### src/include/smwc_defines.vh
// Register offsets, field codes, reset values and timing counts for smwc
`ifndef SMWC_DEFINES_VH
`define SMWC_DEFINES_VH
// ==================================================================
// Register offsets
`define SMWC_OFS_WDCTL 7'h00
`define SMWC_OFS_MODE 7'h01
`define SMWC_OFS_MSTAT 7'h03
// ==================================================================
// Chip mode field codes
`define SMWC_MC_SLEEP 3'h1
`define SMWC_MC_STANDBY 3'h4
`define SMWC_MC_NORMAL 3'h7
// ==================================================================
// Supervisor mode field codes
`define SMWC_WM_AUTO 3'h1
`define SMWC_WM_TIMEOUT 3'h2
`define SMWC_WM_WINDOW 3'h4
// ==================================================================
// Supervisor period field codes
`define SMWC_NWP_8 4'h8
`define SMWC_NWP_16 4'h1
`define SMWC_NWP_32 4'h2
`define SMWC_NWP_64 4'hb
`define SMWC_NWP_128 4'h4
`define SMWC_NWP_256 4'hd
`define SMWC_NWP_1024 4'he
`define SMWC_NWP_4096 4'h7
// ==================================================================
// Field positions
`define SMWC_WM_HI 7
`define SMWC_WM_LO 5
`define SMWC_NWP_HI 3
`define SMWC_NWP_LO 0
`define SMWC_TW_BIT 6
`define SMWC_NE_BIT 5
// ==================================================================
// Reset cause codes
`define SMWC_RC_POWERON 5'h00
`define SMWC_RC_BUSWAKE 5'h01
`define SMWC_RC_LOCWAKE 5'h04
`define SMWC_RC_WD_SLEEP 5'h0c
`define SMWC_RC_DIAGWAKE 5'h0d
`define SMWC_RC_WD_EARLY 5'h0e
`define SMWC_RC_WD_OVF 5'h0f
`define SMWC_RC_ILL_WMC 5'h10
`define SMWC_RC_EXT_PIN 5'h11
`define SMWC_RC_OVERTEMP 5'h12
`define SMWC_RC_UNDERV 5'h13
`define SMWC_RC_ILL_SLEEP 5'h14
`define SMWC_RC_FRAMEERR 5'h16
// ==================================================================
// Timing: period lengths in 5 ns clock cycles (ms times 200000)
`define SMWC_CYC_8 30'h0186a00
`define SMWC_CYC_16 30'h030d400
`define SMWC_CYC_32 30'h061a800
`define SMWC_CYC_64 30'h0c35000
`define SMWC_CYC_128 30'h186a000
`define SMWC_CYC_256 30'h30d4000
`define SMWC_CYC_1024 30'hc350000
`define SMWC_CYC_4096 30'h30d40000
`endif

### src/rtl/smwc_top.v
// Mode select, main status and watchdog supervisor of the basis chip
//
// Function
// - Mode field codes: 001 Sleep, 100 Standby, 111 Normal.
// - Status bit 6 follows the temperature warning level.
// - Status bit 5 reads 1 until Normal first entered, then 0.
// - Reset cause 00000 power-on, 10001 external pin, 10011 undervoltage.
// - Wake resets: 00001 bus, 00100 local input, 01101 diagnostic.
// - 10010 overtemp exit, 10100 illegal sleep, 10110 frame error wake.
// - Watchdog causes 01100 sleep overflow, 01110 early, 01111 overflow.
// - Window, Timeout, Autonomous; window only acts in Normal mode.
// - Timeout mode runs continuously; any trigger restarts it.
// - Mode change in Standby; Window acts as Timeout until Normal.
// - Changing supervisor mode in Normal forces reset, cause 10000.
// - Period field selects one of eight nominal periods.
// - Defaults: period 128 ms, mode Timeout.
// - Valid control write triggers; new mode and period apply at once unless it changes mode in Normal.
// - Without dev bit, Autonomous runs Timeout in Normal or Standby with wake pending.
// - Window/Timeout run Timeout in Standby and Sleep, Timeout also in Normal; off outside these.
// - Mode codes 001, 010, 100; Autonomous default when dev bit set.
// - Invalid mode or period code abandons the write, flags failure.
// - Valid codes differ in at least two bit positions.
// - Watchdog off in Forced Normal mode.
// - Window: early trigger or overflow resets; late trigger restarts.
// - Timeout overflow sets failure flag; second resets; sleep wakes.
`timescale 1ns/1ps
`default_nettype none
`include "smwc_defines.vh"

module smwc_top (
  input wire clk_i,
  input wire nrst_i,
  input wire wr_i,
  input wire rd_i,
  input wire [6:0] addr_i,
  input wire [7:0] wdata_i,
  output reg [7:0] rdata_o,
  output reg spi_fail_o,
  input wire spi_fail_en_i,
  input wire [7:0] chip_state_i,
  input wire wake_pending_i,
  input wire forced_normal_config_bit_i,
  input wire software_dev_config_bit_i,
  input wire temp_warning_i,
  input wire [4:0] ext_reset_cause_i,
  input wire ext_reset_i,
  input wire wdf_clear_i,
  output reg [2:0] chip_mode_field_o,
  output reg wd_reset_req_o,
  output reg wd_wake_o,
  output reg supervisor_failure_flag_o,
  output reg [1:0] wd_phase_o
);

  // chip_state_i is one-hot: the chip-level mode sequencer owns it
  localparam ST_NORMAL = 0;
  localparam ST_STANDBY = 1;
  localparam ST_SLEEP = 2;
  localparam ST_FORCED = 3;

  // Supervisor behaviour states, one-hot
  localparam WS_OFF = 3'b001;
  localparam WS_TIMEOUT = 3'b010;
  localparam WS_WINDOW = 3'b100;

  // ================================================================
  // Register state
  reg [2:0] supervisor_mode_field_reg;
  reg [3:0] supervisor_period_field_reg;
  reg first_normal_entry_flag_reg;
  reg [4:0] reset_cause_field_reg;
  // 30 bits hold the longest period of 4096 ms
  reg [29:0] wd_cnt_reg;
  reg strap_done_reg;
  reg [2:0] wd_state;
  reg [29:0] period_cycles;
  reg mode_ok;
  reg period_ok;
  reg wd_write;
  reg trig_valid;
  reg ill_wmc;
  reg overflow;

  wire in_normal = chip_state_i[ST_NORMAL];
  wire in_standby = chip_state_i[ST_STANDBY];
  wire in_sleep = chip_state_i[ST_SLEEP];
  wire in_forced = chip_state_i[ST_FORCED];
  wire [2:0] new_mode = wdata_i[`SMWC_WM_HI:`SMWC_WM_LO];
  wire [3:0] new_period = wdata_i[`SMWC_NWP_HI:`SMWC_NWP_LO];

  // ================================================================
  // Code checks: only the pairwise distant codes are accepted
  always @* begin
    case (new_mode)
      `SMWC_WM_AUTO, `SMWC_WM_TIMEOUT, `SMWC_WM_WINDOW: begin
        mode_ok = 1'b1;
      end
      default: begin
        mode_ok = 1'b0;
      end
    endcase
    case (new_period)
      `SMWC_NWP_8, `SMWC_NWP_16, `SMWC_NWP_32, `SMWC_NWP_64,
      `SMWC_NWP_128, `SMWC_NWP_256, `SMWC_NWP_1024,
      `SMWC_NWP_4096: begin
        period_ok = 1'b1;
      end
      default: begin
        period_ok = 1'b0;
      end
    endcase
    wd_write = wr_i && (addr_i == `SMWC_OFS_WDCTL);
    trig_valid = wd_write && mode_ok && period_ok;
    // Same-mode writes in Normal are plain triggers, not violations
    ill_wmc = trig_valid && in_normal &&
      (new_mode != supervisor_mode_field_reg);
  end

  // ================================================================
  // Period lookup in clock cycles, from the live period field
  // Fixed counts: no prescaler, so a period change applies at once
  always @* begin
    case (supervisor_period_field_reg)
      `SMWC_NWP_8: period_cycles = `SMWC_CYC_8;
      `SMWC_NWP_16: period_cycles = `SMWC_CYC_16;
      `SMWC_NWP_32: period_cycles = `SMWC_CYC_32;
      `SMWC_NWP_64: period_cycles = `SMWC_CYC_64;
      `SMWC_NWP_256: period_cycles = `SMWC_CYC_256;
      `SMWC_NWP_1024: period_cycles = `SMWC_CYC_1024;
      `SMWC_NWP_4096: period_cycles = `SMWC_CYC_4096;
      default: period_cycles = `SMWC_CYC_128;
    endcase
  end

  // ================================================================
  // Behaviour selection from chip mode and configuration
  always @* begin
    wd_state = WS_OFF;
    if (in_forced || forced_normal_config_bit_i) begin
      wd_state = WS_OFF;
    end else if (supervisor_mode_field_reg == `SMWC_WM_AUTO) begin
      // Development bit keeps autonomous mode silent everywhere
      if (!software_dev_config_bit_i &&
          (in_normal || (in_standby && wake_pending_i))) begin
        wd_state = WS_TIMEOUT;
      end
    end else if (in_normal &&
                 supervisor_mode_field_reg == `SMWC_WM_WINDOW) begin
      wd_state = WS_WINDOW;
    end else if (in_normal || in_standby || in_sleep) begin
      // Window code outside Normal also lands here as timeout
      wd_state = WS_TIMEOUT;
    end
  end

  // Overflow on the last count of the period; never while off
  always @* begin
    overflow = (wd_state != WS_OFF) &&
      (wd_cnt_reg >= period_cycles - 30'h00000001);
  end

  // ================================================================
  // Configuration and status registers
  always @(posedge clk_i or negedge nrst_i) begin
    if (!nrst_i) begin
      supervisor_mode_field_reg <= `SMWC_WM_TIMEOUT;
      supervisor_period_field_reg <= `SMWC_NWP_128;
      chip_mode_field_o <= `SMWC_MC_STANDBY;
      first_normal_entry_flag_reg <= 1'b1;
      reset_cause_field_reg <= `SMWC_RC_POWERON;
      strap_done_reg <= 1'b0;
      spi_fail_o <= 1'b0;
    end else begin
      strap_done_reg <= 1'b1;
      // Dev bit is sampled once after release, never in the reset
      // A control write on that first edge loses to the strap
      if (!strap_done_reg && software_dev_config_bit_i) begin
        supervisor_mode_field_reg <= `SMWC_WM_AUTO;
      end else if (trig_valid && !ill_wmc) begin
        supervisor_mode_field_reg <= new_mode;
        supervisor_period_field_reg <= new_period;
      end
      spi_fail_o <= wd_write && !(mode_ok && period_ok) &&
        spi_fail_en_i;
      if (wr_i && addr_i == `SMWC_OFS_MODE) begin
        case (wdata_i[2:0])
          `SMWC_MC_SLEEP, `SMWC_MC_STANDBY, `SMWC_MC_NORMAL: begin
            chip_mode_field_o <= wdata_i[2:0];
          end
          default: begin
            chip_mode_field_o <= chip_mode_field_o;
          end
        endcase
      end
      if (in_normal) begin
        first_normal_entry_flag_reg <= 1'b0;
      end
      // Own causes win over the sequencer's on the same edge
      if (ill_wmc) begin
        reset_cause_field_reg <= `SMWC_RC_ILL_WMC;
      end else if (wd_state == WS_WINDOW && trig_valid &&
                   wd_cnt_reg < (period_cycles >> 1)) begin
        reset_cause_field_reg <= `SMWC_RC_WD_EARLY;
      end else if (overflow && wd_state == WS_WINDOW) begin
        reset_cause_field_reg <= `SMWC_RC_WD_OVF;
      end else if (overflow && supervisor_failure_flag_o &&
                   !in_sleep) begin
        reset_cause_field_reg <= `SMWC_RC_WD_OVF;
      end else if (overflow && in_sleep) begin
        reset_cause_field_reg <= `SMWC_RC_WD_SLEEP;
      end else if (ext_reset_i) begin
        // Sequencer supplies codes for power, pin, wake, overtemp
        reset_cause_field_reg <= ext_reset_cause_i;
      end
    end
  end

  // ================================================================
  // Watchdog timer, failure flag and reset/wake requests
  always @(posedge clk_i or negedge nrst_i) begin
    if (!nrst_i) begin
      wd_cnt_reg <= 30'h00000000;
      supervisor_failure_flag_o <= 1'b0;
      wd_reset_req_o <= 1'b0;
      wd_wake_o <= 1'b0;
      wd_phase_o <= 2'h0;
    end else begin
      wd_reset_req_o <= 1'b0;
      wd_wake_o <= 1'b0;
      // Every trigger starts a fresh period, early ones included
      if (wd_state == WS_OFF || trig_valid || overflow) begin
        wd_cnt_reg <= 30'h00000000;
      end else begin
        wd_cnt_reg <= wd_cnt_reg + 30'h00000001;
      end
      if (ill_wmc) begin
        wd_reset_req_o <= 1'b1;
      end else if (wd_state == WS_WINDOW) begin
        if ((trig_valid && wd_cnt_reg < (period_cycles >> 1)) ||
            overflow) begin
          wd_reset_req_o <= 1'b1;
        end
      end else if (wd_state == WS_TIMEOUT && overflow) begin
        if (in_sleep) begin
          wd_wake_o <= 1'b1;
        end else if (supervisor_failure_flag_o) begin
          wd_reset_req_o <= 1'b1;
        end
      end
      // Set wins over a clear on the same edge
      if (wd_state == WS_TIMEOUT && overflow) begin
        supervisor_failure_flag_o <= 1'b1;
      end else if (wdf_clear_i) begin
        supervisor_failure_flag_o <= 1'b0;
      end
      if (wd_state == WS_OFF) begin
        wd_phase_o <= 2'h0;
      end else if (wd_cnt_reg < (period_cycles >> 1)) begin
        wd_phase_o <= 2'h1;
      end else begin
        wd_phase_o <= 2'h2;
      end
    end
  end

  // ================================================================
  // Register read port, registered one cycle after rd_i
  always @(posedge clk_i or negedge nrst_i) begin
    if (!nrst_i) begin
      rdata_o <= 8'h00;
    end else if (rd_i) begin
      case (addr_i)
        `SMWC_OFS_WDCTL: rdata_o <= {supervisor_mode_field_reg, 1'b0,
          supervisor_period_field_reg};
        `SMWC_OFS_MODE: rdata_o <= {5'h00, chip_mode_field_o};
        `SMWC_OFS_MSTAT: rdata_o <= {1'b0, temp_warning_i,
          first_normal_entry_flag_reg,
          reset_cause_field_reg};
        // Unmapped addresses read as zero
        default: rdata_o <= 8'h00;
      endcase
    end
  end

endmodule
`default_nettype wire

### config.mk
export PLATFORM = sky130hd
export DESIGN_NAME = smwc_top
export DESIGN_NICKNAME = d
export VERILOG_FILES = /design/src/rtl/smwc_top.v
export VERILOG_INCLUDE_DIRS = /design/src /design/src/include
export SDC_FILE = /design/constraint.sdc
export NUM_CORES = 1
export LEC_CHECK = 0
export ABC_CLOCK_PERIOD_IN_PS = 3900
export BUFFER_PORTS_ARGS = -buffer_cell sky130_fd_sc_hd__buf_2
export CORE_MARGIN = 2
export CORE_UTILIZATION = 53
export CTS_CLUSTER_DIAMETER = 200
export DETAILED_ROUTE_END_ITERATION = 7
export GPL_ROUTABILITY_DRIVEN = 1
export PLACE_DENSITY = 0.82
export SYNTH_ARGS = -nofsm -noshare
export SYNTH_HDL_FRONTEND = slang
export SYNTH_SLANG_ARGS = --single-unit
### constraint.sdc
create_clock -name clk_i -period 3.9 [get_ports clk_i]
set_input_delay 0.195 -clock clk_i [delete_from_list [all_inputs] [get_ports clk_i]]
set_output_delay 0.195 -clock clk_i [all_outputs]
set_load 0.02 [all_outputs]
==> results of run 1 <==
## per-layer routing
metal / GRT usage / vias to the layer above
li1: - / 1936
met1: 0.340 / 1912
met2: 0.392 / 89
met3: 0.0617 / 11
met4: 0.0583 / 0
met5: 0 / -
## cell type report
type                    count  area share
clock inverters             6      0.0169
clock buffers              10      0.0250
repair buffers             64      0.0726
well taps                 105      0.0258
inverters                  33      0.0243
flip-flops and latches     61       0.300
multi-input cells         407       0.535
## cells in the final DEF, fill, tap and decap left out, types with 19 or more instances in the layout
cell	instances
buf_2	50
nor2_1	67
xor2_1	20
dfrtp_1	57
xnor2_1	19
inv_1	33
o21ai_0	27
nand2_1	37
a21oi_1	29
nand3_1	34
ha_1	45
## power groups by stage
stage	logic [uW]	registers, uW	clock network [uW]
after floorplan	76.2	660	0
after global placement	133	659	0
after detailed placement	139	660	0
after CTS	140	648	636
after global routing	159	648	674
final	141	648	632
## critical path, stage by stage, from the launching register on
cell and delay [ps]:
dfstp_2 530, buf_4 220, nor2b_1 300, nor3_1 140, nor3_1 270, buf_4 170
inv_1 40, ha_1 260, nand2_1 60, a211o_1 270, a211oi_1 310, nor4b_2 90
buf_4 160, a22oi_1 240, nand3_2 160, mux2_2 300
## repair_timing
action	in CTS	in global routing
hold buffers	1	0
hold endpoints to repair	22	0
setup endpoints to repair	0	33
gates resized for setup	0	5
## cell families after synthesis
logic type | count (synthesis) | synth area share
fa+ha+maj | 46 | 0.130
other cells | 1 | 0.000844
simple gates | 212 | 0.241
mux | 13 | 0.0310
buf+inv | 49 | 0.0442
xor+xnor | 39 | 0.0769
compound gates | 96 | 0.132
flops | 61 | 0.345
## final timing paths
path | from | end | slack, ps | depth (start not counted)
setup reg to reg | supervisor_period_field_reg[2] | reset_cause_field_reg[2] | 260 | 15
hold reg to reg | first_normal_entry_flag_reg | first_normal_entry_flag_reg | 490 | 1
min in group asynchronous | nrst_i | wd_cnt_reg[21] | 340 | 2
max in group asynchronous | nrst_i | first_normal_entry_flag_reg | 2640 | 3
setup / recovery | supervisor_period_field_reg[2] | reset_cause_field_reg[2] | 260 | 15
hold / removal | wdf_clear_i | supervisor_failure_flag_o | 20 | 2
## through the flow
| step | cells | utilization | power (uW) |
|---|---|---|---|
| floorplan | 517 | - | 737 |
| global placement | 669 | 0.595 | 792 |
| detailed placement | 669 | 0.595 | 799 |
| CTS | 686 | 0.622 | 1420 |
| global route | 686 | 0.624 | 1480 |
| finish | 686 | 0.624 | 1420 |
## cells in the mapped netlist, drive strengths merged (5+ instances only)
library cell,number
nor2,68
dfrtp,57
ha,46
nand2,37
nand3,35
inv,33
a21oi,30
o21ai,28
xor2,20
xnor2,19
nand4,12
clkbuf,11
and3,10
nor3,9
nor2b,8
a21o,7
mux2i,7
a31oi,6
mux2,6
and2,5
buf,5
nand2b,5
==> results.tsv, run 1 <==
stage	metric	value	unit
cells_and_area	fillers	677	
timing	max_freq	274	MHz
timing	slew-limit-headroom	0.494	
timing	fin_worst_skew	12.2	ps
placement	hpwl	8120	um
worst_setup_path	crit_required	4140	ps
synth	synth.ff_latch_count	61	
global_route	antenna_found_initial	0	
synth	synthCells	517	
timing	final_max_slew_viol_count	0	
floorplanning	placementRows	33	
synth	synthDistinctLibCells	60	
power	swShare	0.255	
power	switchingPower	362	uW
worst_setup_path	start_kind	flop	
clock_network	path_clk_slew	80	ps
placement	place_ws	127	ps
power	pwr-share-comb	0.100	
global_route	grt_pass1_vias	3690	
synth	syn_nets	602	
floorplanning	coreArea	8180	sq um
worst_setup_path	worst_setup_path_end_kind	flop	
global_route	overflow	0	
synth	yosys_warnings	0	
placement	portBuffers	50	
timing	worst_pin_slew	754	ps
clock_network	cts-root-buf	clkbuf_8	
cells_and_area	largest_reg_flops	30	
flow_run	cap_viol_max_count	0	
power	clkPwrFrac	0.444	
synth	synthTopCellsByArea	dfrtp_1 32%, ha_1 13%, nor2_1 5.7%, xor2_1 3.9%, nand3_1 3.8%	
drt	antenna_left	0	
timing	hold_ws	16.1	ps
drt	wl_met2	5200	um
clock_network	cts_sinks	61	
run_status	status	finished, final reports clean	
floorplanning	die_area	9130	sq um
synth	synth_area	4440	sq um
timing	rsz0062_at_grt	false	
global_route	gr-usage-all-layers	0.247	
placement	post_dp_cell_area	4860	sq um
synth	synth_seq_area_share	0.345	
min_path	worstHoldPathType	in -> reg	
timing	min_period	3640	ps
drt	top_layer_used	met4	
synth	synth_edf_count	0	
clock_network	ctsLongestPathBuffers	2	
drt	drc	0	
drt	via_count	3948	
floorplanning	io_pins	56	
floorplanning	die_h	95.5	um
cells_and_area	multi_input_area	2730	sq um
synth	async_flop_share	1.00	
power	cellPowerDensity	279	nW/um^2
cells_and_area	final-seq-area	1530	sq um
global_route	grt_pass1_wl	17500	um
clock_network	cts_tree	built	
clock_network	post_cts_buffers	0	
placement	gp_congestion	0.993	
power	vdd_ir_drop_max	0.277	mV
cells_and_area	area_delta_synth_final	14.8	%
drt	wire_per_inst	15.4	um
drt	wl_met3	497	um
floorplanning	start_util	0.543	
synth	synth_ff_type	dfrtp_1	
global_route	grt_max_degree	40	
cells_and_area	nets	661	
synth	avgSynthCellArea	8.59	sq um
timing	fin_tns_setup	0	ps
worst_setup_path	critPathKind	reg -> reg	
cells_and_area	drive_gt1_frac	0.181	
timing	setup_slack	255	ps
clock_network	htreeDepth	3	
timing	finalSetupViolCount	0	
clock_network	cts_made_buffers	9	
drt	routed_via_density	5.76	
cells_and_area	diodes	0	
timing	hold_violations	0	
timing	period_share	0.935	
clock_network	clock_latency	360	ps
power	p_int	1060	uW
drt	dr.first_iter.drc_count	213	
worst_setup_path	crit_arrival	3880	ps
drt	wl_met1	4740	um
drt	dr.pass1.iters	4	
synth	synth_top_area_frac	0.321	
power	seqPwrFrac	0.456	
worst_setup_path	crit_fanout	19	
power	power_leakage	0.00238	uW
drt	routed_wirelength	10500	um
cells_and_area	postLayoutCellArea	5100	sq um
floorplanning	die_x	95.5	um
synth	synth_area_leader_cell	dfrtp_1	
Note: power is estimated with default switching activity, not from simulation.
==> run 2, diff against run 1 <==
- CORE_UTILIZATION: 53 -> 30
- PLACE_DENSITY: 0.82 -> 0.53
==> results.tsv, run 2 (synthesized netlist as in run 1, its figures left out) <==
stage	metric	value	unit
run_status	status	finished, final reports clean	
global_route	grt_pass1_vias	3930	
timing	hold_violations	0	
placement	hpwl	8670	um
power	vdd_ir_drop_max	0.168	mV
worst_setup_path	critPathKind	reg -> reg	
cells_and_area	layout.cells.most_common	nor2_1	
worst_setup_path	critPathLaunch	supervisor_period_field_reg[0]	
power	pwr-share-comb	0.091	
worst_setup_path	crit_family	simple AND/OR/NAND/NOR gates	
drt	wl_met3	260	um
timing	max_freq	276	MHz
clock_network	clock_latency	330	ps
worst_setup_path	path_depth	14	
worst_setup_path	ff2ff_setup_slack	280	ps
worst_setup_path	start_kind	flop	
cells_and_area	utilization	0.368	
timing	finalSetupViolCount	0	
clock_network	htreeDepth	3	
timing	fin_tns_setup	0	ps
min_path	holdPathStages	2	
worst_setup_path	r2r_end	wd_cnt_reg[25]	
power	switchingPower	378	uW
min_path	worstHoldStart	wdf_clear_i	
cells_and_area	final_cell_mix	68 x nor2_1, 57 x dfrtp_1, 50 x buf_2	
worst_setup_path	crit_arrival	3880	ps
worst_setup_path	path_cells	or4b_1, ha_2, buf_4, o21ai_0, a21oi_1, o32ai_1, ha_1, a21oi_1, o21ai_0, a22oi_1, nand3_1, or3_2, buf_12, nor2_1	
global_route	gr-usage-all-layers	0.146	
floorplanning	placementRows	44	
worst_setup_path	worst_setup_path_end_kind	flop	
worst_setup_path	max_stage_delay	540	ps
timing	rsz0062_at_grt	false	
cells_and_area	drive_gt1_frac	0.187	
cells_and_area	area_delta_synth_final	20.0	%
worst_setup_path	crit_required	4160	ps
global_route	grt_max_degree	36	
cells_and_area	fillers	1454	
floorplanning	die_x	126	um
clock_network	path_clk_slew	50	ps
drt	routed_via_density	5.04	
placement	portBuffers	50	
timing	period_share	0.929	
power	cellPowerDensity	299	nW/um^2
min_path	worstHoldPathType	in -> reg	
drt	antenna_left	0	
drt	wire_per_inst	14.4	um
cells_and_area	diodes	0	
timing	slew-limit-headroom	0.468	
floorplanning	io_pins	56	
timing	min_period	3620	ps
worst_setup_path	crit_slowest_cell	or3_2	
clock_network	cts_sinks	61	
power	clkPwrFrac	0.501	
worst_setup_path	crit_fanout	30	
floorplanning	coreArea	14500	sq um
drt	top_layer_used	met4	
min_path	whs_endpoint	supervisor_failure_flag_o	
worst_setup_path	rr_worst_depth	14	
drt	wl_met2	5350	um
drt	drc	0	
clock_network	ctsLongestPathBuffers	2	
clock_network	cts_tree	built	
power	power_leakage	0.00246	uW
timing	fin_worst_skew	6.81	ps
timing	worst_pin_slew	798	ps
drt	dr.first_iter.drc_count	216	
floorplanning	die_area	15800	sq um
cells_and_area	largest_reg_flops	30	
global_route	antenna_found_initial	0	
clock_network	cts_made_buffers	9	
drt	dr.pass1.iters	4	
timing	final_max_slew_viol_count	0	
power	p_int	1210	uW
power	seqPwrFrac	0.408	
flow_run	cap_viol_max_count	0	
floorplanning	start_util	0.307	
global_route	grt_pass1_wl	18800	um
cells_and_area	nets	669	
clock_network	cts-root-buf	clkbuf_16	
power	swShare	0.238	
drt	wl_met1	5340	um
floorplanning	die_h	126	um
drt	routed_wirelength	11100	um
global_route	overflow	0	
worst_setup_path	r2r-start	supervisor_period_field_reg[0]	
worst_setup_path	crit_buf_inv	2	
drt	via_count	3898	
placement	gp_congestion	0.817	
-- run 2: changes by cell type in the layout (fill, tap and decap cells not counted) --
cell / previous run / this run
a221oi_2: 1 / 0
clkbuf_8: 9 / 1
inv_6: 1 / 0
a221oi_1: 0 / 1
clkinvlp_4: 1 / 0
o21ai_1: 1 / 2
buf_4: 12 / 20
clkbuf_16: 0 / 9
clkinv_4: 0 / 1
nor2_1: 67 / 68
o21ai_0: 27 / 26
bufinv_16: 2 / 1
nor2_2: 1 / 0
clkbuf_1: 1 / 2
-- run 2: worst max-delay path by stage --
stage | endpoint | slack, ps
CTS | reset_cause_field_reg[3] | 160
global placement | reset_cause_field_reg[2] | 210
floorplan | wd_cnt_reg[10] | 150
finish | wd_cnt_reg[25] | 280
detailed placement | reset_cause_field_reg[3] | 200
global route | wd_cnt_reg[18] | 50
-- run 2: what timing repair did --
item,4_1_cts,5_1_grt
setup buffers,0,0
endpoints found under the setup margin,0,33
endpoints found under the hold margin,34,0
hold buffers,1,0
gates resized for setup,0,4
-- run 2: metrics by stage --
stage	power (uW)	setup slack (ps)	instance area [sq um]	hold slack (ps)	cells
3_5_place_dp	804	203	5020	336	756
5_1_grt	1660	45.6	5330	68.2	773
6_report	1590	277	5330	67.1	773
3_3_place_gp	801	212	5020	318	756
4_1_cts	1620	161	5330	54.3	773
2_1_floorplan	737	147	4440	-101	517
-- run 2: final cells by class --
cell class                      instances  area, sq um  area share
Inverter                               33          124      0.0232
Tap cell                              184          230      0.0432
Timing Repair Buffer                   72          430      0.0807
Sequential cell                        61         1530       0.287
Multi-Input combinational cell        407         2720       0.510
Clock inverter                          4         48.8     0.00915
Clock buffer                           12          246      0.0462
-- run 2: power groups by stage --
| stage | logic [uW] | registers, uW | clock network [uW] |
|---|---|---|---|
| CTS | 146 | 649 | 822 |
| finish | 145 | 649 | 798 |
| floorplan | 76.2 | 660 | 0 |
| detailed placement | 144 | 660 | 0 |
| global placement | 141 | 660 | 0 |
| global route | 163 | 650 | 844 |
-- run 2: routing by layer --
layer | vias up | track usage
met5 | - | 0
met4 | 0 | 0.0464
met3 | 14 | 0.0272
met2 | 41 | 0.242
met1 | 1885 | 0.194
li1 | 1958 | -
==> run 3, diff against run 2 <==
- RECOVER_POWER: default -> 100
==> results.tsv, run 3 (synthesized netlist as in run 1, its figures left out) <==
stage	metric	value	unit
clock_network	htreeDepth	3	
timing	fin_worst_skew	8.77	ps
timing	fin_tns_setup	0	ps
floorplanning	die_area	15800	sq um
worst_setup_path	worst_setup_path_end_kind	flop	
global_route	overflow	0	
worst_setup_path	crit_fanout	30	
timing	rsz0062_at_grt	false	
global_route	gr-usage-all-layers	0.146	
cells_and_area	layout.cells.most_common	nor2_1	
cells_and_area	area_delta_synth_final	18.8	%
power	p_int	1210	uW
timing	setup_slack	273	ps
run_status	violations	max-capacitance violations, max-slew violations	
placement	gp_congestion	0.817	
timing	max_freq	276	MHz
timing	slew-limit-headroom	-0.301	
global_route	grt_pass1_vias	3930	
global_route	antenna_found_initial	0	
drt	routed_wirelength	11100	um
timing	min_period	3630	ps
run_status	status	complete, but fails checks	
floorplanning	io_pins	56	
drt	via_count	3902	
floorplanning	die_x	126	um
power	swShare	0.238	
timing	finalSetupViolCount	0	
cells_and_area	diodes	0	
global_route	grt_pass1_wl	18800	um
drt	routed_via_density	5.05	
cells_and_area	multi_input_area	2710	sq um
timing	period_share	0.930	
drt	dr.first_iter.drc_count	224	
worst_setup_path	crit_required	4160	ps
cells_and_area	final-seq-area	1530	sq um
cells_and_area	largest_reg_flops	30	
clock_network	post_cts_buffers	0	
power	cellPowerDensity	301	nW/um^2
floorplanning	die_h	126	um
clock_network	path_clk_slew	50	ps
floorplanning	placementRows	44	
drt	wire_per_inst	14.4	um
drt	antenna_left	0	
timing	worst_pin_slew	1950	ps
worst_setup_path	ff2ff_setup_slack	270	ps
cells_and_area	drive_gt1_frac	0.146	
cells_and_area	nets	669	
power	switchingPower	378	uW
timing	hold_violations	0	
drt	dr.pass1.iters	4	
worst_setup_path	crit_arrival	3890	ps
power	vdd_ir_drop_max	0.165	mV
clock_network	cts-root-buf	clkbuf_16	
clock_network	cts_tree	built	
placement	hpwl	8670	um
drt	drc	0	
floorplanning	coreArea	14500	sq um
floorplanning	start_util	0.307	
clock_network	ctsLongestPathBuffers	2	
clock_network	cts_sinks	61	
power	power_leakage	0.00236	uW
min_path	worstHoldPathType	in -> reg	
power	clkPwrFrac	0.502	
worst_setup_path	critPathKind	reg -> reg	
placement	portBuffers	50	
global_route	grt_max_degree	36	
cells_and_area	fillers	1466	
flow_run	cap_viol_max_count	1	
placement	place_ws	203	ps
power	pwr-share-comb	0.089	
timing	final_max_slew_viol_count	36	
worst_setup_path	start_kind	flop	
clock_network	clock_latency	330	ps
clock_network	cts_made_buffers	9	
power	seqPwrFrac	0.409	
cells_and_area	final_cell_mix	68 x nor2_1, 57 x dfrtp_1, 45 x ha_1	
timing	hold_ws	67.1	ps
cells_and_area	utilization	0.364	
[run 3: cell count changes in the layout (fill, tap and decap cells not counted)]
cell,delta
buf_4,-3
or4_4,-1
clkbuf_1,+21
buf_6,+1
nor4b_1,+1
buf_2,-18
buf_12,-1
or4_1,+1
or4b_1,+1
nor4b_2,-1
or4b_4,-1
[run 3: what timing repair did]
action / CTS / global route
endpoints found under the hold margin: 34 / 0
endpoints found under the setup margin: 0 / 33
gates resized for setup: 0 / 4
hold buffers: 1 / 0
[run 3: power by group through the flow]
stage	registers, uW	clock network (uW)	logic [uW]
after floorplan	660	0	76.2
after global placement	660	0	141
after detailed placement	660	0	144
after CTS	649	822	146
after global routing	650	844	160
final	649	798	142
[run 3: path summary, 6_finish.rpt]
path	start	endpoint	cells after the start
min in group asynchronous	nrst_i	wd_cnt_reg[20]	2
setup reg to reg	supervisor_period_field_reg[0]	wd_cnt_reg[5]	14
hold / removal	spi_fail_en_i	spi_fail_o	3
hold reg to reg	first_normal_entry_flag_reg	first_normal_entry_flag_reg	1
setup / recovery	supervisor_period_field_reg[0]	wd_cnt_reg[5]	14
max in group asynchronous	nrst_i	rdata_o[3]	3
[run 3: worst max-delay path, cell delays in order (launching register included)]
cell	delay, ps
dfrtp_1	410
or4b_1	520
ha_2	230
clkbuf_1	120
o21ai_0	170
a21oi_1	100
o32ai_1	270
ha_1	340
a21oi_1	120
o21ai_0	80
a22oi_1	160
nand3_1	170
or3_2	510
buf_6	200
nor2_1	130
[run 3: area by class of cell]
type,count,share of cell area
multi-input cells,407,0.513
flip-flops and latches,61,0.290
repair buffers,72,0.0735
clock buffers,12,0.0467
well taps,184,0.0436
inverters,33,0.0235
clock inverters,4,0.00925
[run 3: metal layers]
layer  global-route usage  part of all wire  vias up
met5                    0                 0        -
met4               0.0464             0.014        0
met3               0.0272             0.021       13
met2                0.242              0.48       45
met1                0.194              0.48     1887
li1                     -                 -     1957
[run 3: stage by stage]
stage               std cells  area [sq um]  total power (uW)
global placement          756          5020               801
finish                    773          5280              1590
floorplan                 517          4440               737
detailed placement        756          5020               804
global route              773          5280              1650
CTS                       773          5330              1620
